## src/logic/pcg_pkg.sv

```systemverilog
// Package with the register map, field layouts and types of the clock control block.
`default_nettype none
package pcg_pkg;
    typedef struct packed {
        logic [7:0]  address;
        logic        read;
        logic        write;
        logic [3:0]  byteenable;
        logic [31:0] writedata;
    } pcg_avs_req_t;

    typedef enum logic [3:0] {
        MS_IDLE = 4'h1,
        MS_ARM  = 4'h2,
        MS_RUN  = 4'h4,
        MS_DONE = 4'h8
    } pcg_meas_t;

    localparam logic [7:0] OFF_SCER = 8'h00;
    localparam logic [7:0] OFF_SCDR = 8'h04;
    localparam logic [7:0] OFF_SCSR = 8'h08;
    localparam logic [7:0] OFF_PCER = 8'h10;
    localparam logic [7:0] OFF_PCDR = 8'h14;
    localparam logic [7:0] OFF_PCSR = 8'h18;
    localparam logic [7:0] OFF_MOR  = 8'h20;
    localparam logic [7:0] OFF_MCFR = 8'h24;
    localparam logic [7:0] OFF_PLLA = 8'h28;
    localparam logic [7:0] OFF_PLLB = 8'h2C;
    localparam logic [7:0] OFF_PCK0 = 8'h40;
    localparam logic [7:0] OFF_PCK1 = 8'h44;
    localparam logic [7:0] OFF_SR   = 8'h68;

    localparam int SC_USB_BIT = 6;
    localparam int SC_PCK_LSB = 8;
    localparam logic [31:0] SC_MASK = 32'h0000_0340;
    localparam int MOR_EN_BIT = 0;
    localparam int MOR_CNT_LSB = 8;
    localparam logic [31:0] MOR_MASK = 32'h0000_FF01;
    localparam int MCFR_RDY_BIT = 16;
    localparam int PLL_DIV_LSB = 0;
    localparam int PLL_CNT_LSB = 8;
    localparam int PLL_MUL_LSB = 16;
    localparam int PLL_USB_LSB = 28;
    localparam logic [31:0] PLL_MASK = 32'h37FF_FFFF;
    localparam int PCK_SRC_LSB = 0;
    localparam int PCK_DIV_LSB = 2;
    localparam logic [31:0] PCK_MASK = 32'h0000_001F;
    localparam int SR_OSC_BIT = 0;
    localparam int SR_LOCK_LSB = 1;
    localparam int SR_PCKRDY_LSB = 8;

    localparam logic [1:0] SRC_SLOW = 2'h0;
    localparam logic [1:0] SRC_MAIN = 2'h1;
    localparam logic [1:0] SRC_PLLA = 2'h2;
    localparam logic [2:0] PCK_DIV_MAX = 3'h6;
    localparam logic [3:0] MEAS_LAST = 4'hF;
    localparam logic [2:0] OSC_PRE_LAST = 3'h7;
endpackage
`default_nettype wire

```

## src/logic/pcg_clock_ctrl.sv

```systemverilog
// Clock gating, programmable clock outputs, oscillator, frequency meter and PLL lock control.
`timescale 1ns/1ps
`default_nettype none
module pcg_clock_ctrl (
    input  wire logic                I_REF_CLK,
    input  wire logic                I_RST,
    input  wire pcg_pkg::pcg_avs_req_t I_AVS_REQ,
    output logic [31:0]              O_AVS_READDATA,
    output logic                     O_AVS_WAITREQUEST,
    input  wire logic                I_SLOW_TICK,
    input  wire logic                I_MAIN_TICK,
    input  wire logic                I_PLLA_TICK,
    input  wire logic                I_PLLB_TICK,
    output logic [31:0]              O_PERIPH_CLK_EN,
    output logic                     O_USB_CLK_TICK,
    output logic [1:0]               O_PCK_TICK,
    output logic                     O_OSC_EN,
    output logic [1:0]               O_PLL_ON
);
    import pcg_pkg::*;

    function automatic logic [31:0] be_mask(input logic [3:0] be);
        return {{8{be[3]}}, {8{be[2]}}, {8{be[1]}}, {8{be[0]}}};
    endfunction

    function automatic logic [31:0] merge(input logic [31:0] old, input logic [31:0] keep);
        return ((old & ~be_mask(I_AVS_REQ.byteenable))
                | (I_AVS_REQ.writedata & be_mask(I_AVS_REQ.byteenable))) & keep;
    endfunction

    // ----------------------------------------------------------------
    // Bus slave
    // ----------------------------------------------------------------
    logic        wait_q;
    logic [31:0] rdata_q;
    logic [31:0] rd_mux;
    wire  [7:0]  addr   = I_AVS_REQ.address;
    wire         do_wr  = I_AVS_REQ.write && !wait_q;
    wire  [31:0] wd     = I_AVS_REQ.writedata & be_mask(I_AVS_REQ.byteenable);
    wire         wr_scer = do_wr && (addr == OFF_SCER);
    wire         wr_scdr = do_wr && (addr == OFF_SCDR);
    wire         wr_pcer = do_wr && (addr == OFF_PCER);
    wire         wr_pcdr = do_wr && (addr == OFF_PCDR);
    wire         wr_mor  = do_wr && (addr == OFF_MOR);
    wire  [1:0]  wr_pll  = {do_wr && (addr == OFF_PLLB), do_wr && (addr == OFF_PLLA)};
    wire  [1:0]  wr_pck  = {do_wr && (addr == OFF_PCK1), do_wr && (addr == OFF_PCK0)};

    // Every access is answered on the second cycle of the request.
    always_ff @(posedge I_REF_CLK) begin
        if (I_RST) begin
            wait_q  <= 1'b1;
            rdata_q <= 32'h0000_0000;
        end else begin
            wait_q  <= !((I_AVS_REQ.read || I_AVS_REQ.write) && wait_q);
            rdata_q <= rd_mux;
        end
    end

    // ----------------------------------------------------------------
    // System and peripheral clock gating
    // ----------------------------------------------------------------
    logic [31:0] sys_q;
    logic [31:0] periph_q;
    always_ff @(posedge I_REF_CLK) begin
        if (I_RST) begin
            sys_q    <= 32'h0000_0000;
            periph_q <= 32'h0000_0000;
        end else begin
            sys_q    <= (sys_q | (wr_scer ? (wd & SC_MASK) : 32'h0))
                        & ~(wr_scdr ? wd : 32'h0);
            periph_q <= (periph_q | (wr_pcer ? wd : 32'h0))
                        & ~(wr_pcdr ? wd : 32'h0);
        end
    end

    // ----------------------------------------------------------------
    // Main oscillator start-up counter
    // ----------------------------------------------------------------
    logic [31:0] mor_q;
    logic [7:0]  osc_cnt_q;
    logic [2:0]  osc_pre_q;
    logic        osc_pend_q;
    logic        stable_q;
    wire  [31:0] mor_new = merge(mor_q, MOR_MASK);
    always_ff @(posedge I_REF_CLK) begin
        if (I_RST) begin
            mor_q      <= 32'h0000_0000;
            osc_cnt_q  <= 8'h00;
            osc_pre_q  <= 3'h0;
            osc_pend_q <= 1'b0;
            stable_q   <= 1'b0;
        end else if (wr_mor) begin
            mor_q      <= mor_new;
            stable_q   <= 1'b0;
            osc_pend_q <= mor_new[MOR_EN_BIT];
            osc_cnt_q  <= mor_new[MOR_CNT_LSB +: 8];
            osc_pre_q  <= 3'h0;
        end else if (!mor_q[MOR_EN_BIT]) begin
            stable_q   <= 1'b0;
            osc_pend_q <= 1'b0;
        end else if (osc_pend_q && osc_cnt_q == 8'h00) begin
            stable_q   <= 1'b1;
            osc_pend_q <= 1'b0;
        end else if (osc_pend_q && I_SLOW_TICK) begin
            osc_pre_q <= osc_pre_q + 3'h1;
            if (osc_pre_q == OSC_PRE_LAST) begin
                osc_cnt_q <= osc_cnt_q - 8'h01;
            end
        end
    end

    // ----------------------------------------------------------------
    // Main clock frequency measurement
    // ----------------------------------------------------------------
    pcg_meas_t   ms_q;
    logic [3:0]  slow16_q;
    logic [15:0] measured_frequency_q;
    always_ff @(posedge I_REF_CLK) begin
        if (I_RST || !stable_q) begin
            ms_q     <= MS_IDLE;
            slow16_q <= 4'h0;
            measured_frequency_q  <= 16'h0000;
        end else begin
            case (ms_q)
                MS_IDLE: ms_q <= MS_ARM;
                MS_ARM: begin
                    if (I_SLOW_TICK) begin
                        ms_q <= MS_RUN;
                    end
                end
                MS_RUN: begin
                    if (I_MAIN_TICK) begin
                        measured_frequency_q <= measured_frequency_q + 16'h0001;
                    end
                    if (I_SLOW_TICK) begin
                        slow16_q <= slow16_q + 4'h1;
                        if (slow16_q == MEAS_LAST) begin
                            ms_q <= MS_DONE;
                        end
                    end
                end
                default: ms_q <= MS_DONE;
            endcase
        end
    end

    // ----------------------------------------------------------------
    // PLL configuration and lock counters
    // ----------------------------------------------------------------
    logic [31:0] pll_q [2];
    logic [1:0]  lock_q;
    logic [1:0]  pll_on_q;
    for (genvar g = 0; g < 2; g++) begin : g_pll
        logic [5:0] cnt_q;
        logic       pend_q;
        wire [31:0] pll_new = merge(pll_q[g], PLL_MASK);
        always_ff @(posedge I_REF_CLK) begin
            if (I_RST) begin
                pll_q[g]    <= 32'h0000_0000;
                pll_on_q[g] <= 1'b0;
                lock_q[g]   <= 1'b0;
                pend_q      <= 1'b0;
                cnt_q       <= 6'h00;
            end else if (wr_pll[g]) begin
                pll_q[g]    <= pll_new;
                pll_on_q[g] <= (pll_new[PLL_DIV_LSB +: 8] != 8'h00)
                               && (pll_new[PLL_MUL_LSB +: 11] != 11'h000);
                lock_q[g]   <= 1'b0;
                pend_q      <= 1'b1;
                cnt_q       <= pll_new[PLL_CNT_LSB +: 6];
            end else if (pend_q && cnt_q == 6'h00) begin
                lock_q[g] <= 1'b1;
                pend_q    <= 1'b0;
            end else if (pend_q && I_SLOW_TICK) begin
                cnt_q <= cnt_q - 6'h01;
            end
        end
    end

    // ----------------------------------------------------------------
    // Programmable clock outputs
    // ----------------------------------------------------------------
    logic [31:0] pck_q [2];
    logic [1:0]  pck_out_q;
    logic [1:0]  pck_rdy_q;
    for (genvar g = 0; g < 2; g++) begin : g_pck
        logic [5:0] cnt_q;
        wire  [1:0] sel  = pck_q[g][PCK_SRC_LSB +: 2];
        wire  [2:0] dexp = pck_q[g][PCK_DIV_LSB +: 3];
        wire  [2:0] pclp = (dexp > PCK_DIV_MAX) ? PCK_DIV_MAX : dexp;
        wire  [5:0] top  = 6'((7'h01 << pclp) - 7'h01);
        wire        src  = (sel == SRC_SLOW) ? I_SLOW_TICK :
                           (sel == SRC_MAIN) ? I_MAIN_TICK :
                           (sel == SRC_PLLA) ? I_PLLA_TICK : I_PLLB_TICK;
        wire        en   = sys_q[SC_PCK_LSB + g];
        always_ff @(posedge I_REF_CLK) begin
            if (I_RST) begin
                pck_q[g]     <= 32'h0000_0000;
                cnt_q        <= 6'h00;
                pck_out_q[g] <= 1'b0;
                pck_rdy_q[g] <= 1'b0;
            end else if (wr_pck[g] || !en) begin
                if (wr_pck[g]) begin
                    pck_q[g] <= merge(pck_q[g], PCK_MASK);
                end
                cnt_q        <= 6'h00;
                pck_out_q[g] <= 1'b0;
                pck_rdy_q[g] <= 1'b0;
            end else if (src && cnt_q == top) begin
                cnt_q        <= 6'h00;
                pck_out_q[g] <= 1'b1;
                pck_rdy_q[g] <= 1'b1;
            end else begin
                cnt_q        <= src ? cnt_q + 6'h01 : cnt_q;
                pck_out_q[g] <= 1'b0;
            end
        end
    end

    // ----------------------------------------------------------------
    // USB clock divider
    // ----------------------------------------------------------------
    logic [1:0] usb_cnt_q;
    logic       usb_out_q;
    wire  [1:0] usb_sel = pll_q[1][PLL_USB_LSB +: 2];
    wire  [1:0] usb_top = (usb_sel == 2'h0) ? 2'h0 : (usb_sel == 2'h1) ? 2'h1 : 2'h3;
    wire        usb_en  = sys_q[SC_USB_BIT];
    always_ff @(posedge I_REF_CLK) begin
        if (I_RST || !usb_en) begin
            usb_cnt_q <= 2'h0;
            usb_out_q <= 1'b0;
        end else if (I_PLLB_TICK) begin
            usb_cnt_q <= (usb_cnt_q == usb_top) ? 2'h0 : usb_cnt_q + 2'h1;
            usb_out_q <= (usb_cnt_q == usb_top);
        end else begin
            usb_out_q <= 1'b0;
        end
    end

    // ----------------------------------------------------------------
    // Read decode
    // ----------------------------------------------------------------
    always_comb begin
        if (addr == OFF_SCSR) begin
            rd_mux = sys_q;
        end else if (addr == OFF_PCSR) begin
            rd_mux = periph_q;
        end else if (addr == OFF_MOR) begin
            rd_mux = mor_q;
        end else if (addr == OFF_MCFR) begin
            rd_mux = {15'h0, ms_q == MS_DONE, measured_frequency_q};
        end else if (addr == OFF_PLLA) begin
            rd_mux = pll_q[0];
        end else if (addr == OFF_PLLB) begin
            rd_mux = pll_q[1];
        end else if (addr == OFF_PCK0) begin
            rd_mux = pck_q[0];
        end else if (addr == OFF_PCK1) begin
            rd_mux = pck_q[1];
        end else if (addr == OFF_SR) begin
            rd_mux = {22'h0, pck_rdy_q, 5'h0, lock_q, stable_q};
        end else begin
            rd_mux = 32'h0000_0000;
        end
    end

    assign O_AVS_READDATA    = rdata_q;
    assign O_AVS_WAITREQUEST = wait_q;
    assign O_PERIPH_CLK_EN   = periph_q;
    assign O_USB_CLK_TICK    = usb_out_q;
    assign O_PCK_TICK        = pck_out_q;
    assign O_OSC_EN          = mor_q[MOR_EN_BIT];
    assign O_PLL_ON          = pll_on_q;
endmodule
`default_nettype wire

```

## config.mk

```make
export PLATFORM = sky130hd
export DESIGN_NAME = pcg_clock_ctrl
export DESIGN_NICKNAME = d
export VERILOG_FILES = /design/src/logic/pcg_pkg.sv /design/src/logic/pcg_clock_ctrl.sv
export SDC_FILE = /design/constraint.sdc
export NUM_CORES = 1
export LEC_CHECK = 0
export BUFFER_PORTS_ARGS = -buffer_cell sky130_fd_sc_hd__buf_2
export CAP_MARGIN = 20
export CORE_MARGIN = 8
export CORE_UTILIZATION = 59
export CTS_CLUSTER_SIZE = 20
export DETAILED_ROUTE_END_ITERATION = 7
export HOLD_SLACK_MARGIN = 0.12
export PLACE_DENSITY_LB_ADDON = 0.3
export SYNTH_ARGS = -nofsm -noshare
export SYNTH_HDL_FRONTEND = slang
export SYNTH_SLANG_ARGS = --single-unit
export TNS_END_PERCENT = 30
```

## constraint.sdc

```tcl
create_clock -name I_REF_CLK -period 4.9 [get_ports I_REF_CLK]
set_input_delay 0.245 -clock I_REF_CLK [delete_from_list [all_inputs] [get_ports I_REF_CLK]]
set_output_delay 0.245 -clock I_REF_CLK [all_outputs]
set_load 0.005 [all_outputs]
```

* Word-level counts from Yosys, hierarchy flattened
Memory sizes are Yosys's and may differ from the RTL's.
Cells that the tools add are included.
** Storage, ports and cells
- Register bits after elaboration :: 180
- Bits in latches :: 0
- RAM bits :: 68
- Memory bits (read-only) :: 0
- Input bits :: 52
- Output and inout port bits :: 71
- Memories kept :: 2
** Operators by class
- Add/sub/neg operators :: 11
- Multipliers :: 0
- Divide/modulo/power cells :: 0
- Magnitude comparators :: 2
- Eq/ne operators :: 33
- Shift operators :: 2
- Muxes and demuxes :: 68
- Bitwise operators :: 25
- Reductions and logical operators :: 66
** Memory list
- pll_q :: words 2, width 29, rd ports 2, clocked after memory_dff 0, wr ports 2, line pcg_clock_ctrl.sv:150 : logic [31:0] pll_q [2];
- pck_q :: words 2, width 5, rd ports 2, clocked after memory_dff 0, wr ports 2, line pcg_clock_ctrl.sv:183 : logic [31:0] pck_q [2];
** Operators with widths (number)
- 2-to-1 mux 32 bit :: 11
- AND 32 bit :: 3
- NOT 32 bit :: 2
- AND 30 bit :: 2
- OR 30 bit :: 2
- 2-to-1 mux 29 bit :: 2
- 2-to-1 mux 8 bit :: 5
- 2-to-1 mux 6 bit :: 6
- equality test 8 x 6 -> 1 bit (second input constant) :: 4
- OR 32 x 10 -> 32 bit :: 1
- OR 32 bit :: 1
- 2-to-1 mux 1 bit :: 31
- NOT 30 bit :: 1
- equality test 8 x 5 -> 1 bit (second input constant) :: 3
- equality test 8 x 7 -> 1 bit (second input constant) :: 3
- subtractor 6 x 1 -> 6 bit (second input constant) :: 4
- nonzero test 11 bit :: 2
- logical AND 1 bit :: 21
- 2-to-1 mux 10 bit :: 2
- adder 16 x 1 -> 16 bit (second input constant) :: 1
- AND 16 bit :: 1
- logical NOT 8 bit :: 2
- OR 16 bit :: 1
- nonzero test 8 bit :: 2
- other kinds (39) :: 94

* Depth between registers and ports, before layout
Gate-level depths: netlist of run 1.
- Depth in word-level cells :: 10
- Mapped depth :: 8

* Least setup slack after synthesis of run 1
OpenSTA, ideal clock, no wires.
- Kind :: input -> register
- From :: input port I_AVS_REQ[41] (netlist name)
- To :: memory pll_q[0][0] (netlist name), enable pin
- Data arrival time :: 2.300 ns
- Path slack :: 2.213 ns
- Cell stages on the path :: 7
- Path buffers :: 3
- Path through :: buf_2 or4b_1 clkbuf_1 nor2_2 buf_2 nand2_1 nand2_1
** RTL lines
- from (decl) :: line pcg_clock_ctrl.sv:7 : input wire pcg_pkg::pcg_avs_req_t I_AVS_REQ,
- to (decl) :: line pcg_clock_ctrl.sv:150

==> metrics.txt, run 1 <==
status=finished clean; Tot GR Track Use=27.4%; largest family of logic cells by synthesized area=simple AND/OR/NAND/NOR gates; Final Util=70.0%; P_leak=4.89 nW; post-synthesis sequential area ratio=49.2%; worst skew pair latency=0.54 ns; Sink Count=248; Final Hold Slack=0.152 ns; CTS tree=done; critical path endpoint category=flip-flop; hold path start=I_AVS_REQ[33]; Synth Area in Compound Gates=20.0%; largest net degree at the start of global routing=68; number of setup buffers added after CTS=0; Max Freq=0.376 GHz; most frequent cells in the layout=dfxtp_1, a21oi_1, buf_2; Power Dens Cells=336 nW/um^2; DRT iter0 DRCs=1,334; Final Hold Fails=0; CP Data Arrival Time=2.88 ns; Tcrit/Tclk final=54.3%; reg2reg end=O_PERIPH_CLK_EN[16]$_SDFF_PP0_; R2R cell count=5; antenna violations before repair=2; Hold Crit Class=in -> reg; Primary FF master, synth=dfxtp_1; Die W=155 um; Net Count, Synth=1,301; critical path class=in -> reg; Final Skew=0.0185 ns; Worst Hold End=mor_q[15]$_SDFFE_PP0P_; Buf/Inv on CP=3; Die ar.=24,200 um^2; Startpoint Class=input pin; fin crit period=2.66 ns; Syn Inst Count=1,240; # DRC=0; async set or reset register ratio after synthesis=0%; vias=10,500; top-area cell type share of the netlist area=31.4%; post-synthesis xor/xnor area fraction=2.82%; core area=19,300 um^2; Worst Tran Pin Value=1.09 ns; # IOs=123; Area Growth Syn to Fin=17.6%; mux contribution to synthesized area=1.61%; Post-synth EDFFs=68; Final ANT Viol Nets=0; Yosys Warn Count=0; grt total ovfl=0; Die Y-Extent=155 um; Synth Area in Adders=0.981%; Syn Std Cell Area=11,500 um^2; number of buffers added on ports=122; RePlAce Congestion=0.907; htree depth=1; Distinct cells, synth=68; Via-to-Cell Ratio=6.41; # rows=51; clock tree root buffer cell=clkbuf_16; worst-path maximum fanout=27; Worst EP required=5.12 ns; syn_area_per_cell=9.25 um^2; Bufs on Longest Clock Path=3; R2R Path Start=O_AVS_WAITREQUEST$_SDFF_PP1_; first-pass GRT wire length=53.8 mm; DP HPWL=23.1 mm; Slew Limit Fails=0; clk slew on worst S/H paths=0.06 ns; maxcap violations=0; WL/cell=20.7 um; Initial Utilization=59.6%; biggest area consumer among synthesized cells=dfxtp_1; Synth area leaders=dfxtp_1, edfxtp_1, a21oi_1; Max-slew headroom=26.6%; TritonCTS Buffers=27; Top delay family on crit path=simple AND/OR/NAND/NOR gates; fraction of layout cells with a size suffix above 1=14.6%; iteration count of the initial detailed-routing pass=6; hold path depth=3; #FFs+latches synth=248; nets@finish=1,413; most common cell after layout, fill and taps aside=dfxtp_1; Max stage delay on crit path=0.70 ns; Routed WL=34.0 mm; Synth Area in Simple Gates=21.5%; RSZ-0062 raised after global routing=false; flop-to-flop setup slack=2.43 ns; Worst path slowest cell=or4b_1; setup TNS=0 ns; vias in the first global route=10,000; # setup viols final=0; cells along the critical path=buf_2 -> or4b_1 -> nor2_2 -> buf_4 -> nand2_1 -> nand2_1 -> buf_4; peak supply drop=0.260 mV
[state kept, by name (all words and copies together) (netlist names), 4 cells and up]
register and flops:
pck_q 10, ms_q 4, measured_frequency_q 16, O_PERIPH_CLK_EN 32, g_pll.cnt_q 12, O_AVS_READDATA 32
g_pck.cnt_q 12, mor_q 9, osc_cnt_q 8, sys_q 32, pll_q 58, slow16_q 4
[worst reg2reg max path: cells and delay by family (launching register included)]
| family | cells | cell delay (ns) |
|---|---|---|
| compound gates | 2 | 0.40 |
| flops | 1 | 0.38 |
| simple gates | 2 | 1.20 |
| buf+inv | 1 | 0.40 |
[synthesized netlist by cell type (13+ instances only)]
| cell type | number |
|---|---|
| nor3_1 | 24 |
| o21ai_0 | 17 |
| a222oi_1 | 13 |
| and3_1 | 35 |
| mux2i_1 | 14 |
| edfxtp_1 | 68 |
| inv_1 | 27 |
| nand2_1 | 114 |
| a311oi_1 | 33 |
| xnor2_1 | 17 |
| xor2_1 | 20 |
| nand3_1 | 55 |
| a21oi_1 | 146 |
| clkbuf_1 | 69 |
| and2_1 | 15 |
| a211oi_1 | 23 |
| a31oi_1 | 34 |
| a221oi_1 | 18 |
| nand2b_1 | 56 |
| nor2_1 | 91 |
| dfxtp_1 | 180 |
| nor4_1 | 14 |
[power breakdown]
group          total (mW)  internal [mW]  switching [mW]
sequential           2.15           2.12          0.0218
combinational       0.238         0.0819           0.156
clock                2.15           1.32           0.839
total                4.54           3.52            1.02
[cells by family (layout without fill, tap and decap cells)]
kind of cell / count (synthesis) / in the layout
AO/OA/AOI/OAI: 348 / 348
buffers and inverters: 115 / 248
XOR/XNOR: 37 / 37
multiplexers: 16 / 16
other: 0 / 2
flip-flops: 248 / 248
adder cells (fa/ha/maj): 9 / 9
AND/OR/NAND/NOR: 467 / 467
[layout make-up]
| type | instances | area (um^2) |
|---|---|---|
| Antenna cell | 2 | 5.00 |
| Clock buffer | 35 | 767 |
| Clock inverter | 15 | 183 |
| Fill cell | 1492 | 5780 |
| Inverter | 27 | 101 |
| Multi-Input combinational cell | 877 | 5390 |
| Sequential cell | 248 | 5650 |
| Tap cell | 265 | 332 |
| Timing Repair Buffer | 171 | 1070 |
[worst max path at each step]
stage                  startpoint                         end  cells past startpoint
detailed placement  I_AVS_REQ[40]  pll_q[0][10]$_SDFFCE_PN0P_                      7
floorplan           I_AVS_REQ[41]   pll_q[0][0]$_SDFFCE_PN0P_                      7
CTS                 I_AVS_REQ[40]  pll_q[0][15]$_SDFFCE_PN0P_                      7
global route        I_AVS_REQ[40]  pll_q[0][15]$_SDFFCE_PN0P_                      7
finish              I_AVS_REQ[41]  pll_q[0][15]$_SDFFCE_PN0P_                      7
global placement    I_AVS_REQ[40]  pll_q[0][10]$_SDFFCE_PN0P_                      7
[through the flow]
step	instance area, um^2	total power [mW]	worst slack [ns]	std cells
3_3_place_gp	12200	2.39	1.84	1553
6_report	13500	4.54	2.24	1640
3_5_place_dp	12200	2.40	1.74	1553
5_1_grt	13500	4.65	2.09	1640
2_1_floorplan	11500	2.31	2.21	1240
4_1_cts	13500	4.54	2.27	1638
[layer usage]
metal | global-route usage (%) | wire length [um]
met5 | 0 | 0
met4 | 9.80 | 1110
met3 | 4.41 | 3340
met2 | 44.2 | 15800
met1 | 36.7 | 13800
[what timing repair did]
item,4_1_cts,5_1_grt
resized for setup,0,0
setup endpoints to repair,0,0
hold buffers,35,0
hold endpoints to repair,65,0
(Power assumes the default switching activity.)
==> run 2: changes to the inputs <==
--- a/config.mk
+++ b/config.mk
@@ -8,7 +8,7 @@
 export BUFFER_PORTS_ARGS = -buffer_cell sky130_fd_sc_hd__buf_2
 export CAP_MARGIN = 20
 export CORE_MARGIN = 8
-export CORE_UTILIZATION = 59
+export CORE_UTILIZATION = 53
 export CTS_CLUSTER_SIZE = 20
 export DETAILED_ROUTE_END_ITERATION = 7
 export HOLD_SLACK_MARGIN = 0.12
==> constraint.sdc (replaced) <==
create_clock -name I_REF_CLK -period 2.35 [get_ports I_REF_CLK]
set_input_delay 0.1175 -clock I_REF_CLK [delete_from_list [all_inputs] [get_ports I_REF_CLK]]
set_output_delay 0.1175 -clock I_REF_CLK [all_outputs]
set_load 0.005 [all_outputs]
==> metrics.txt, run 2 (synthesis results as in run 1) <==
status=finished clean; antenna violations before repair=2 (unchanged); clk slew on worst S/H paths=0.06 ns (about the same); Die Y-Extent=163 um (+4.9%); # rows=54 (+5.9%); Final Hold Fails=0 (unchanged); Tcrit/Tclk final=97.7%; Initial Utilization=53.2% (-6.3 points); Startpoint Class=flip-flop; CP Data Arrival Time=2.77 ns (-0.11 ns); Power Dens Cells=651 nW/um^2 (+94%); Tot GR Track Use=25.7% (-1.7 points); Filler Cell Count=1,744 (+17%); setup TNS=0 ns (unchanged); Via-to-Cell Ratio=6.23 (-2.9%); clock tree root buffer cell=clkbuf_16; vias in the first global route=10,200 (+1.5%); Routed WL=35.3 mm (+3.9%); critical path class=reg -> reg; Final Util=65.2% (-4.8 points); GR peak layer=met2; Worst path slowest cell=dlygate4sd3_1; # IOs=123 (unchanged); TritonCTS Buffers=27 (unchanged); RePlAce Congestion=0.885 (-2.4%); vias=10,700 (+1.7%); grt total ovfl=0 (unchanged); Sink Count=248 (unchanged); post-place setup slack=0.260 ns (-1.48 ns); Bufs on Longest Clock Path=3 (unchanged); Final Hold Slack=0.149 ns (-0.00275 ns); htree depth=1 (unchanged); Max stage delay on crit path=0.59 ns (-0.11 ns); Final ANT Viol Nets=0 (unchanged); CTS tree=done; Max Freq=0.436 GHz; DP HPWL=24.3 mm (+4.8%); Die W=163 um (+4.9%); fin crit period=2.30 ns; critical path endpoint category=flip-flop; worst skew pair latency=0.54 ns (about the same); most common cell after layout, fill and taps aside=dfxtp_1; number of setup buffers added after CTS=0 (unchanged); DRT iter0 DRCs=1,279 (-4.1%); Worst Tran Pin Value=0.980 ns (-0.107 ns); Slew Limit Fails=0 (unchanged); Die ar.=26,600 um^2 (+10%); Max-slew headroom=33.8% (+7.2 points); iteration count of the initial detailed-routing pass=7 (+1); core area=21,600 um^2 (+12%); Final WS setup=0.0547 ns (-2.18 ns); met3 usage=4.84% (+0.43 points); worst-path maximum fanout=24 (-11%); P_leak=5.20 nW (+6.3%); Worst EP required=2.83 ns (-2.29 ns); met1 GRT Util=33.7% (-3.0 points); most frequent cells in the layout=dfxtp_1, a21oi_1, buf_2; number of buffers added on ports=122 (unchanged); cells along the critical path=nor4b_2 -> and3_1 -> buf_8 -> a31oi_1 -> a311oi_1 -> dlygate4sd3_1; Top delay family on crit path=buffers and inverters; fraction of layout cells with a size suffix above 1=17.3% (+2.6 points); Largest register FFs=58 (unchanged); maxcap violations=0 (unchanged); peak supply drop=0.621 mV (+140%); largest net degree at the start of global routing=79 (+16%); nets@finish=1,477 (+4.5%); Area Growth Syn to Fin=22.5%; # setup viols final=0 (unchanged); first-pass GRT wire length=55.0 mm (+2.2%); Final Skew=0.0157 ns (-0.00273 ns); # DRC=0 (unchanged); WL/cell=20.6 um (-0.91%); M2 GR Usage=41.5% (-2.6 points); Largest Register=pll_q; Hold Crit Class=in -> reg; Buf/Inv on CP=2 (-1)
[run 2: changes by cell type in the layout (fill, tap and decap cells not counted), moves of 2 or more]
cell	delta
dlygate4sd3_1	+22
buf_4	+35
buf_12	+5
clkbuf_1	-2
clkinv_2	+3
clkbuf_8	-2
clkinvlp_4	+3
bufinv_16	-3
[run 2: per-layer routing]
metal  share of wire (%)  routed length [um]
met5               0.037                  13
met3                 8.8                3100
met2                  47               16700
met4                 3.4                1190
met1                  40               14300
[run 2: area by class of cell]
type / instances / area, um^2 / area share (%)
Antenna cell: 2 / 5.00 / 0.0356
Clock inverter: 19 / 139 / 0.988
Inverter: 27 / 101 / 0.721
Sequential cell: 248 / 5650 / 40.2
Tap cell: 280 / 350 / 2.49
Multi-Input combinational cell: 877 / 5410 / 38.5
Timing Repair Buffer: 235 / 1680 / 11.9
Clock buffer: 31 / 732 / 5.21
[run 2: worst register-to-register path: stages (launching register included)]
cell	delay, ns
dfxtp_1	0.38
nor4b_2	0.29
and3_1	0.27
buf_8	0.23
a31oi_1	0.16
a311oi_1	0.32
dlygate4sd3_1	0.59
[run 2: path summary, 6_finish.rpt]
kind              depth (start not counted)  slack [ns]                         start                             to
setup / recovery                          6        0.05  O_AVS_WAITREQUEST$_SDFF_PP1_  O_PERIPH_CLK_EN[3]$_SDFF_PP0_
hold / removal                            4        0.15                 I_AVS_REQ[36]   g_pll[1].pend_q$_SDFFE_PP0P_
setup reg to reg                          6        0.05  O_AVS_WAITREQUEST$_SDFF_PP1_  O_PERIPH_CLK_EN[3]$_SDFF_PP0_
hold reg to reg                           2        0.45           sys_q[5]$_SDFF_PP0_            sys_q[5]$_SDFF_PP0_
[run 2: timing repair]
action / in CTS / in global routing
hold endpoints to repair: 121 / 0
hold buffers: 57 / 0
gates resized for setup: 0 / 6
endpoints found under the setup margin: 0 / 10
[run 2: report_power, final]
| part | switching [mW] | internal (mW) | leakage, nW |
|---|---|---|---|
| registers | 0.0446 | 4.43 | 2.15 |
| clock network | 1.78 | 2.35 | 0.424 |
| logic | 0.334 | 0.204 | 2.63 |
[run 2: stage by stage]
step / power [mW] / cells / cell area (um^2)
global route: 9.41 / 1718 / 14100
floorplan: 4.81 / 1240 / 11500
finish: 9.15 / 1719 / 14100
global placement: 5.02 / 1610 / 12600
CTS: 9.17 / 1717 / 14000
detailed placement: 5.03 / 1610 / 12600
==> run 3: changes to the inputs <==
--- a/config.mk
+++ b/config.mk
@@ -7,9 +7,11 @@
 export LEC_CHECK = 0
 export BUFFER_PORTS_ARGS = -buffer_cell sky130_fd_sc_hd__buf_2
 export CAP_MARGIN = 20
+export CELL_PAD_IN_SITES_DETAIL_PLACEMENT = 2
+export CELL_PAD_IN_SITES_GLOBAL_PLACEMENT = 2
 export CORE_MARGIN = 8
-export CORE_UTILIZATION = 53
-export CTS_CLUSTER_SIZE = 20
+export CORE_UTILIZATION = 33
+export CTS_CLUSTER_SIZE = 30
 export DETAILED_ROUTE_END_ITERATION = 7
 export HOLD_SLACK_MARGIN = 0.12
 export PLACE_DENSITY_LB_ADDON = 0.3
==> metrics.txt, run 3 (synthesis results as in run 1) <==
status=finished clean; Die W=202 um (+24%); Routed WL=46.1 mm (+31%); Clock Power Share=49.5% (+4.3 points); htree depth=1 (unchanged); Final ANT Viol Nets=0 (unchanged); Largest register FFs=58 (unchanged); fin crit period=2.22 ns (-0.0728 ns); vias=10,900 (+1.6%); Final Skew=0.0241 ns (+0.00836 ns); vias in the first global route=11,800 (+16%); Sink Count=248 (unchanged); CTS tree=done; cells along the critical path=nor4b_1 -> buf_4 -> and3_1 -> buf_12 -> a31oi_1 -> a311oi_1 -> dlygate4sd3_1; R2R cell count=7 (+1); Bufs on Longest Clock Path=3 (unchanged); DRT iter0 DRCs=712 (-44%); Startpoint Class=flip-flop; # DRC=0 (unchanged); Worst EP required=2.87 ns (+0.04 ns); critical path endpoint category=flip-flop; Filler Cell Count=3,780 (+120%); first-pass GRT wire length=72.2 mm (+31%); fraction of layout cells with a size suffix above 1=17.7% (+0.49 points); Placed Cells=1,789 (+11%); cell-internal power=7.65 mW (+9.5%); Flop pwr share=44.7% (-4.2 points); Slew Limit Fails=0 (unchanged); sw power=2.36 mW (+9.2%); post-place setup slack=0.152 ns (-0.107 ns); Power Dens Cells=695 nW/um^2 (+6.8%); P_leak=5.25 nW (+0.95%); worst-path maximum fanout=24 (unchanged); Final Hold Slack=0.156 ns (+0.00698 ns); grt total ovfl=0 (unchanged); nets@finish=1,474 (-0.20%); iteration count of the initial detailed-routing pass=8 (+1); Final Hold Fails=0 (unchanged); Max Freq=0.450 GHz (+3.3%); Final WS setup=0.127 ns (+0.0728 ns); TritonCTS Buffers=30 (+11%); Non-Filler Instances=1,892 (+10%); Tot GR Track Use=21.9% (-3.8 points); ANT cells=0 (-2); worst skew pair latency=0.58 ns (+0.04 ns); DP HPWL=32.3 mm (+33%); Max-slew headroom=55.1% (+21 points); RSZ-0062 raised after global routing=false; CP Data Arrival Time=2.74 ns (-0.03 ns); Initial Utilization=33.4% (-20 points); # setup viols final=0 (unchanged); RePlAce Congestion=0.858 (-3.0%); # rows=68 (+26%); number of setup buffers added after CTS=0 (unchanged); Tcrit/Tclk final=94.6% (-3.1 points); core area=34,400 um^2 (+59%); combinational fraction of design power=5.7% (-0.2 points); sw frac=23.6% (-0.045 points); Worst path slowest cell=dlygate4sd3_1; clk slew on worst S/H paths=0.06 ns (about the same); Die ar.=41,000 um^2 (+54%); most common cell after layout, fill and taps aside=dfxtp_1; Via-to-Cell Ratio=5.75 (-7.7%); # IOs=123 (unchanged); total power draw=10.0 mW (+9.4%); critical path class=reg -> reg; flop-to-flop setup slack=0.13 ns (+0.07 ns); Area Growth Syn to Fin=25.4%; most frequent cells in the layout=dfxtp_1, a21oi_1, buf_2; R2R Path Start=O_AVS_WAITREQUEST$_SDFF_PP1_; Critical Path Sink=O_PERIPH_CLK_EN[25]$_SDFF_PP0_; reg2reg end=O_PERIPH_CLK_EN[25]$_SDFF_PP0_; WL/cell=24.4 um (+19%); Hold Crit Class=in -> reg; Worst Tran Pin Value=0.672 ns (-0.308 ns); Max stage delay on crit path=0.57 ns (-0.02 ns); Die Y-Extent=202 um (+24%); maxcap violations=0 (unchanged); Worst setup startpoint=O_AVS_WAITREQUEST$_SDFF_PP1_; setup TNS=0 ns (unchanged); number of buffers added on ports=122 (unchanged); largest net degree at the start of global routing=51 (-35%); clock tree root buffer cell=clkbuf_16; Largest Register=pll_q; antenna violations before repair=0 (-2); peak supply drop=0.592 mV (-4.7%)
-- run 3: final cells by class --
cell class / instances / area (um^2) / share of cell area, %
repair buffers: 229 / 1610 / 11.2
clock inverters: 13 / 194 / 1.35
clock buffers: 43 / 870 / 6.04
inverters: 27 / 101 / 0.704
multi-input cells: 877 / 5410 / 37.6
well taps: 455 / 569 / 3.95
flip-flops and latches: 248 / 5650 / 39.2
-- run 3: metrics by stage --
stage                     util [%]  area, um^2
after global placement        37.4       12800
after CTS                     41.8       14400
final                         41.9       14400
after floorplan                  -       11500
after global routing          41.9       14400
after detailed placement      37.4       12800
-- run 3: how the worst min path moves through the flow --
stage	to	depth (start not counted)	from	slack (ns)
2_1_floorplan	O_PERIPH_CLK_EN[22]$_SDFF_PP0_	1	I_AVS_REQ[22]	0.23
3_3_place_gp	O_AVS_WAITREQUEST$_SDFF_PP1_	2	I_AVS_REQ[37]	0.32
3_5_place_dp	O_AVS_WAITREQUEST$_SDFF_PP1_	2	I_AVS_REQ[37]	0.33
4_1_cts	slow16_q[1]$_SDFFE_PP0P_	4	I_SLOW_TICK	0.12
5_1_grt	slow16_q[1]$_SDFFE_PP0P_	4	I_SLOW_TICK	0.15
6_report	slow16_q[1]$_SDFFE_PP0P_	4	I_SLOW_TICK	0.16
-- run 3: power groups by stage --
stage / sequential [mW] / combinational [mW] / clock, mW
5_1_grt: 4.48 / 0.613 / 5.21
3_3_place_gp: 4.56 / 0.496 / 0
2_1_floorplan: 4.55 / 0.268 / 0
6_report: 4.48 / 0.574 / 4.96
4_1_cts: 4.47 / 0.570 / 5.03
3_5_place_dp: 4.57 / 0.510 / 0
-- run 3: critical path, delay by kind of cell (launching register included) --
family                 cells  cell delay [ns]
buffers and inverters      3             0.96
AND/OR/NAND/NOR            2             0.48
AO/OA/AOI/OAI              2             0.35
flip-flops                 1             0.35
-- run 3: timing repair --
item,CTS,global route
endpoints found under the hold margin,127,0
hold buffers,47,0
endpoints found under the setup margin,0,9
resized for setup,0,3
-- run 3: routing by layer --
| metal | global-route usage (%) | vias to the layer above | part of all wire [%] |
|---|---|---|---|
| li1 | - | 4956 | - |
| met1 | 28.3 | 5543 | 45 |
| met2 | 37.9 | 303 | 49 |
| met3 | 2.92 | 69 | 4.3 |
| met4 | 5.83 | 0 | 2.5 |
| met5 | 0 | - | 0 |
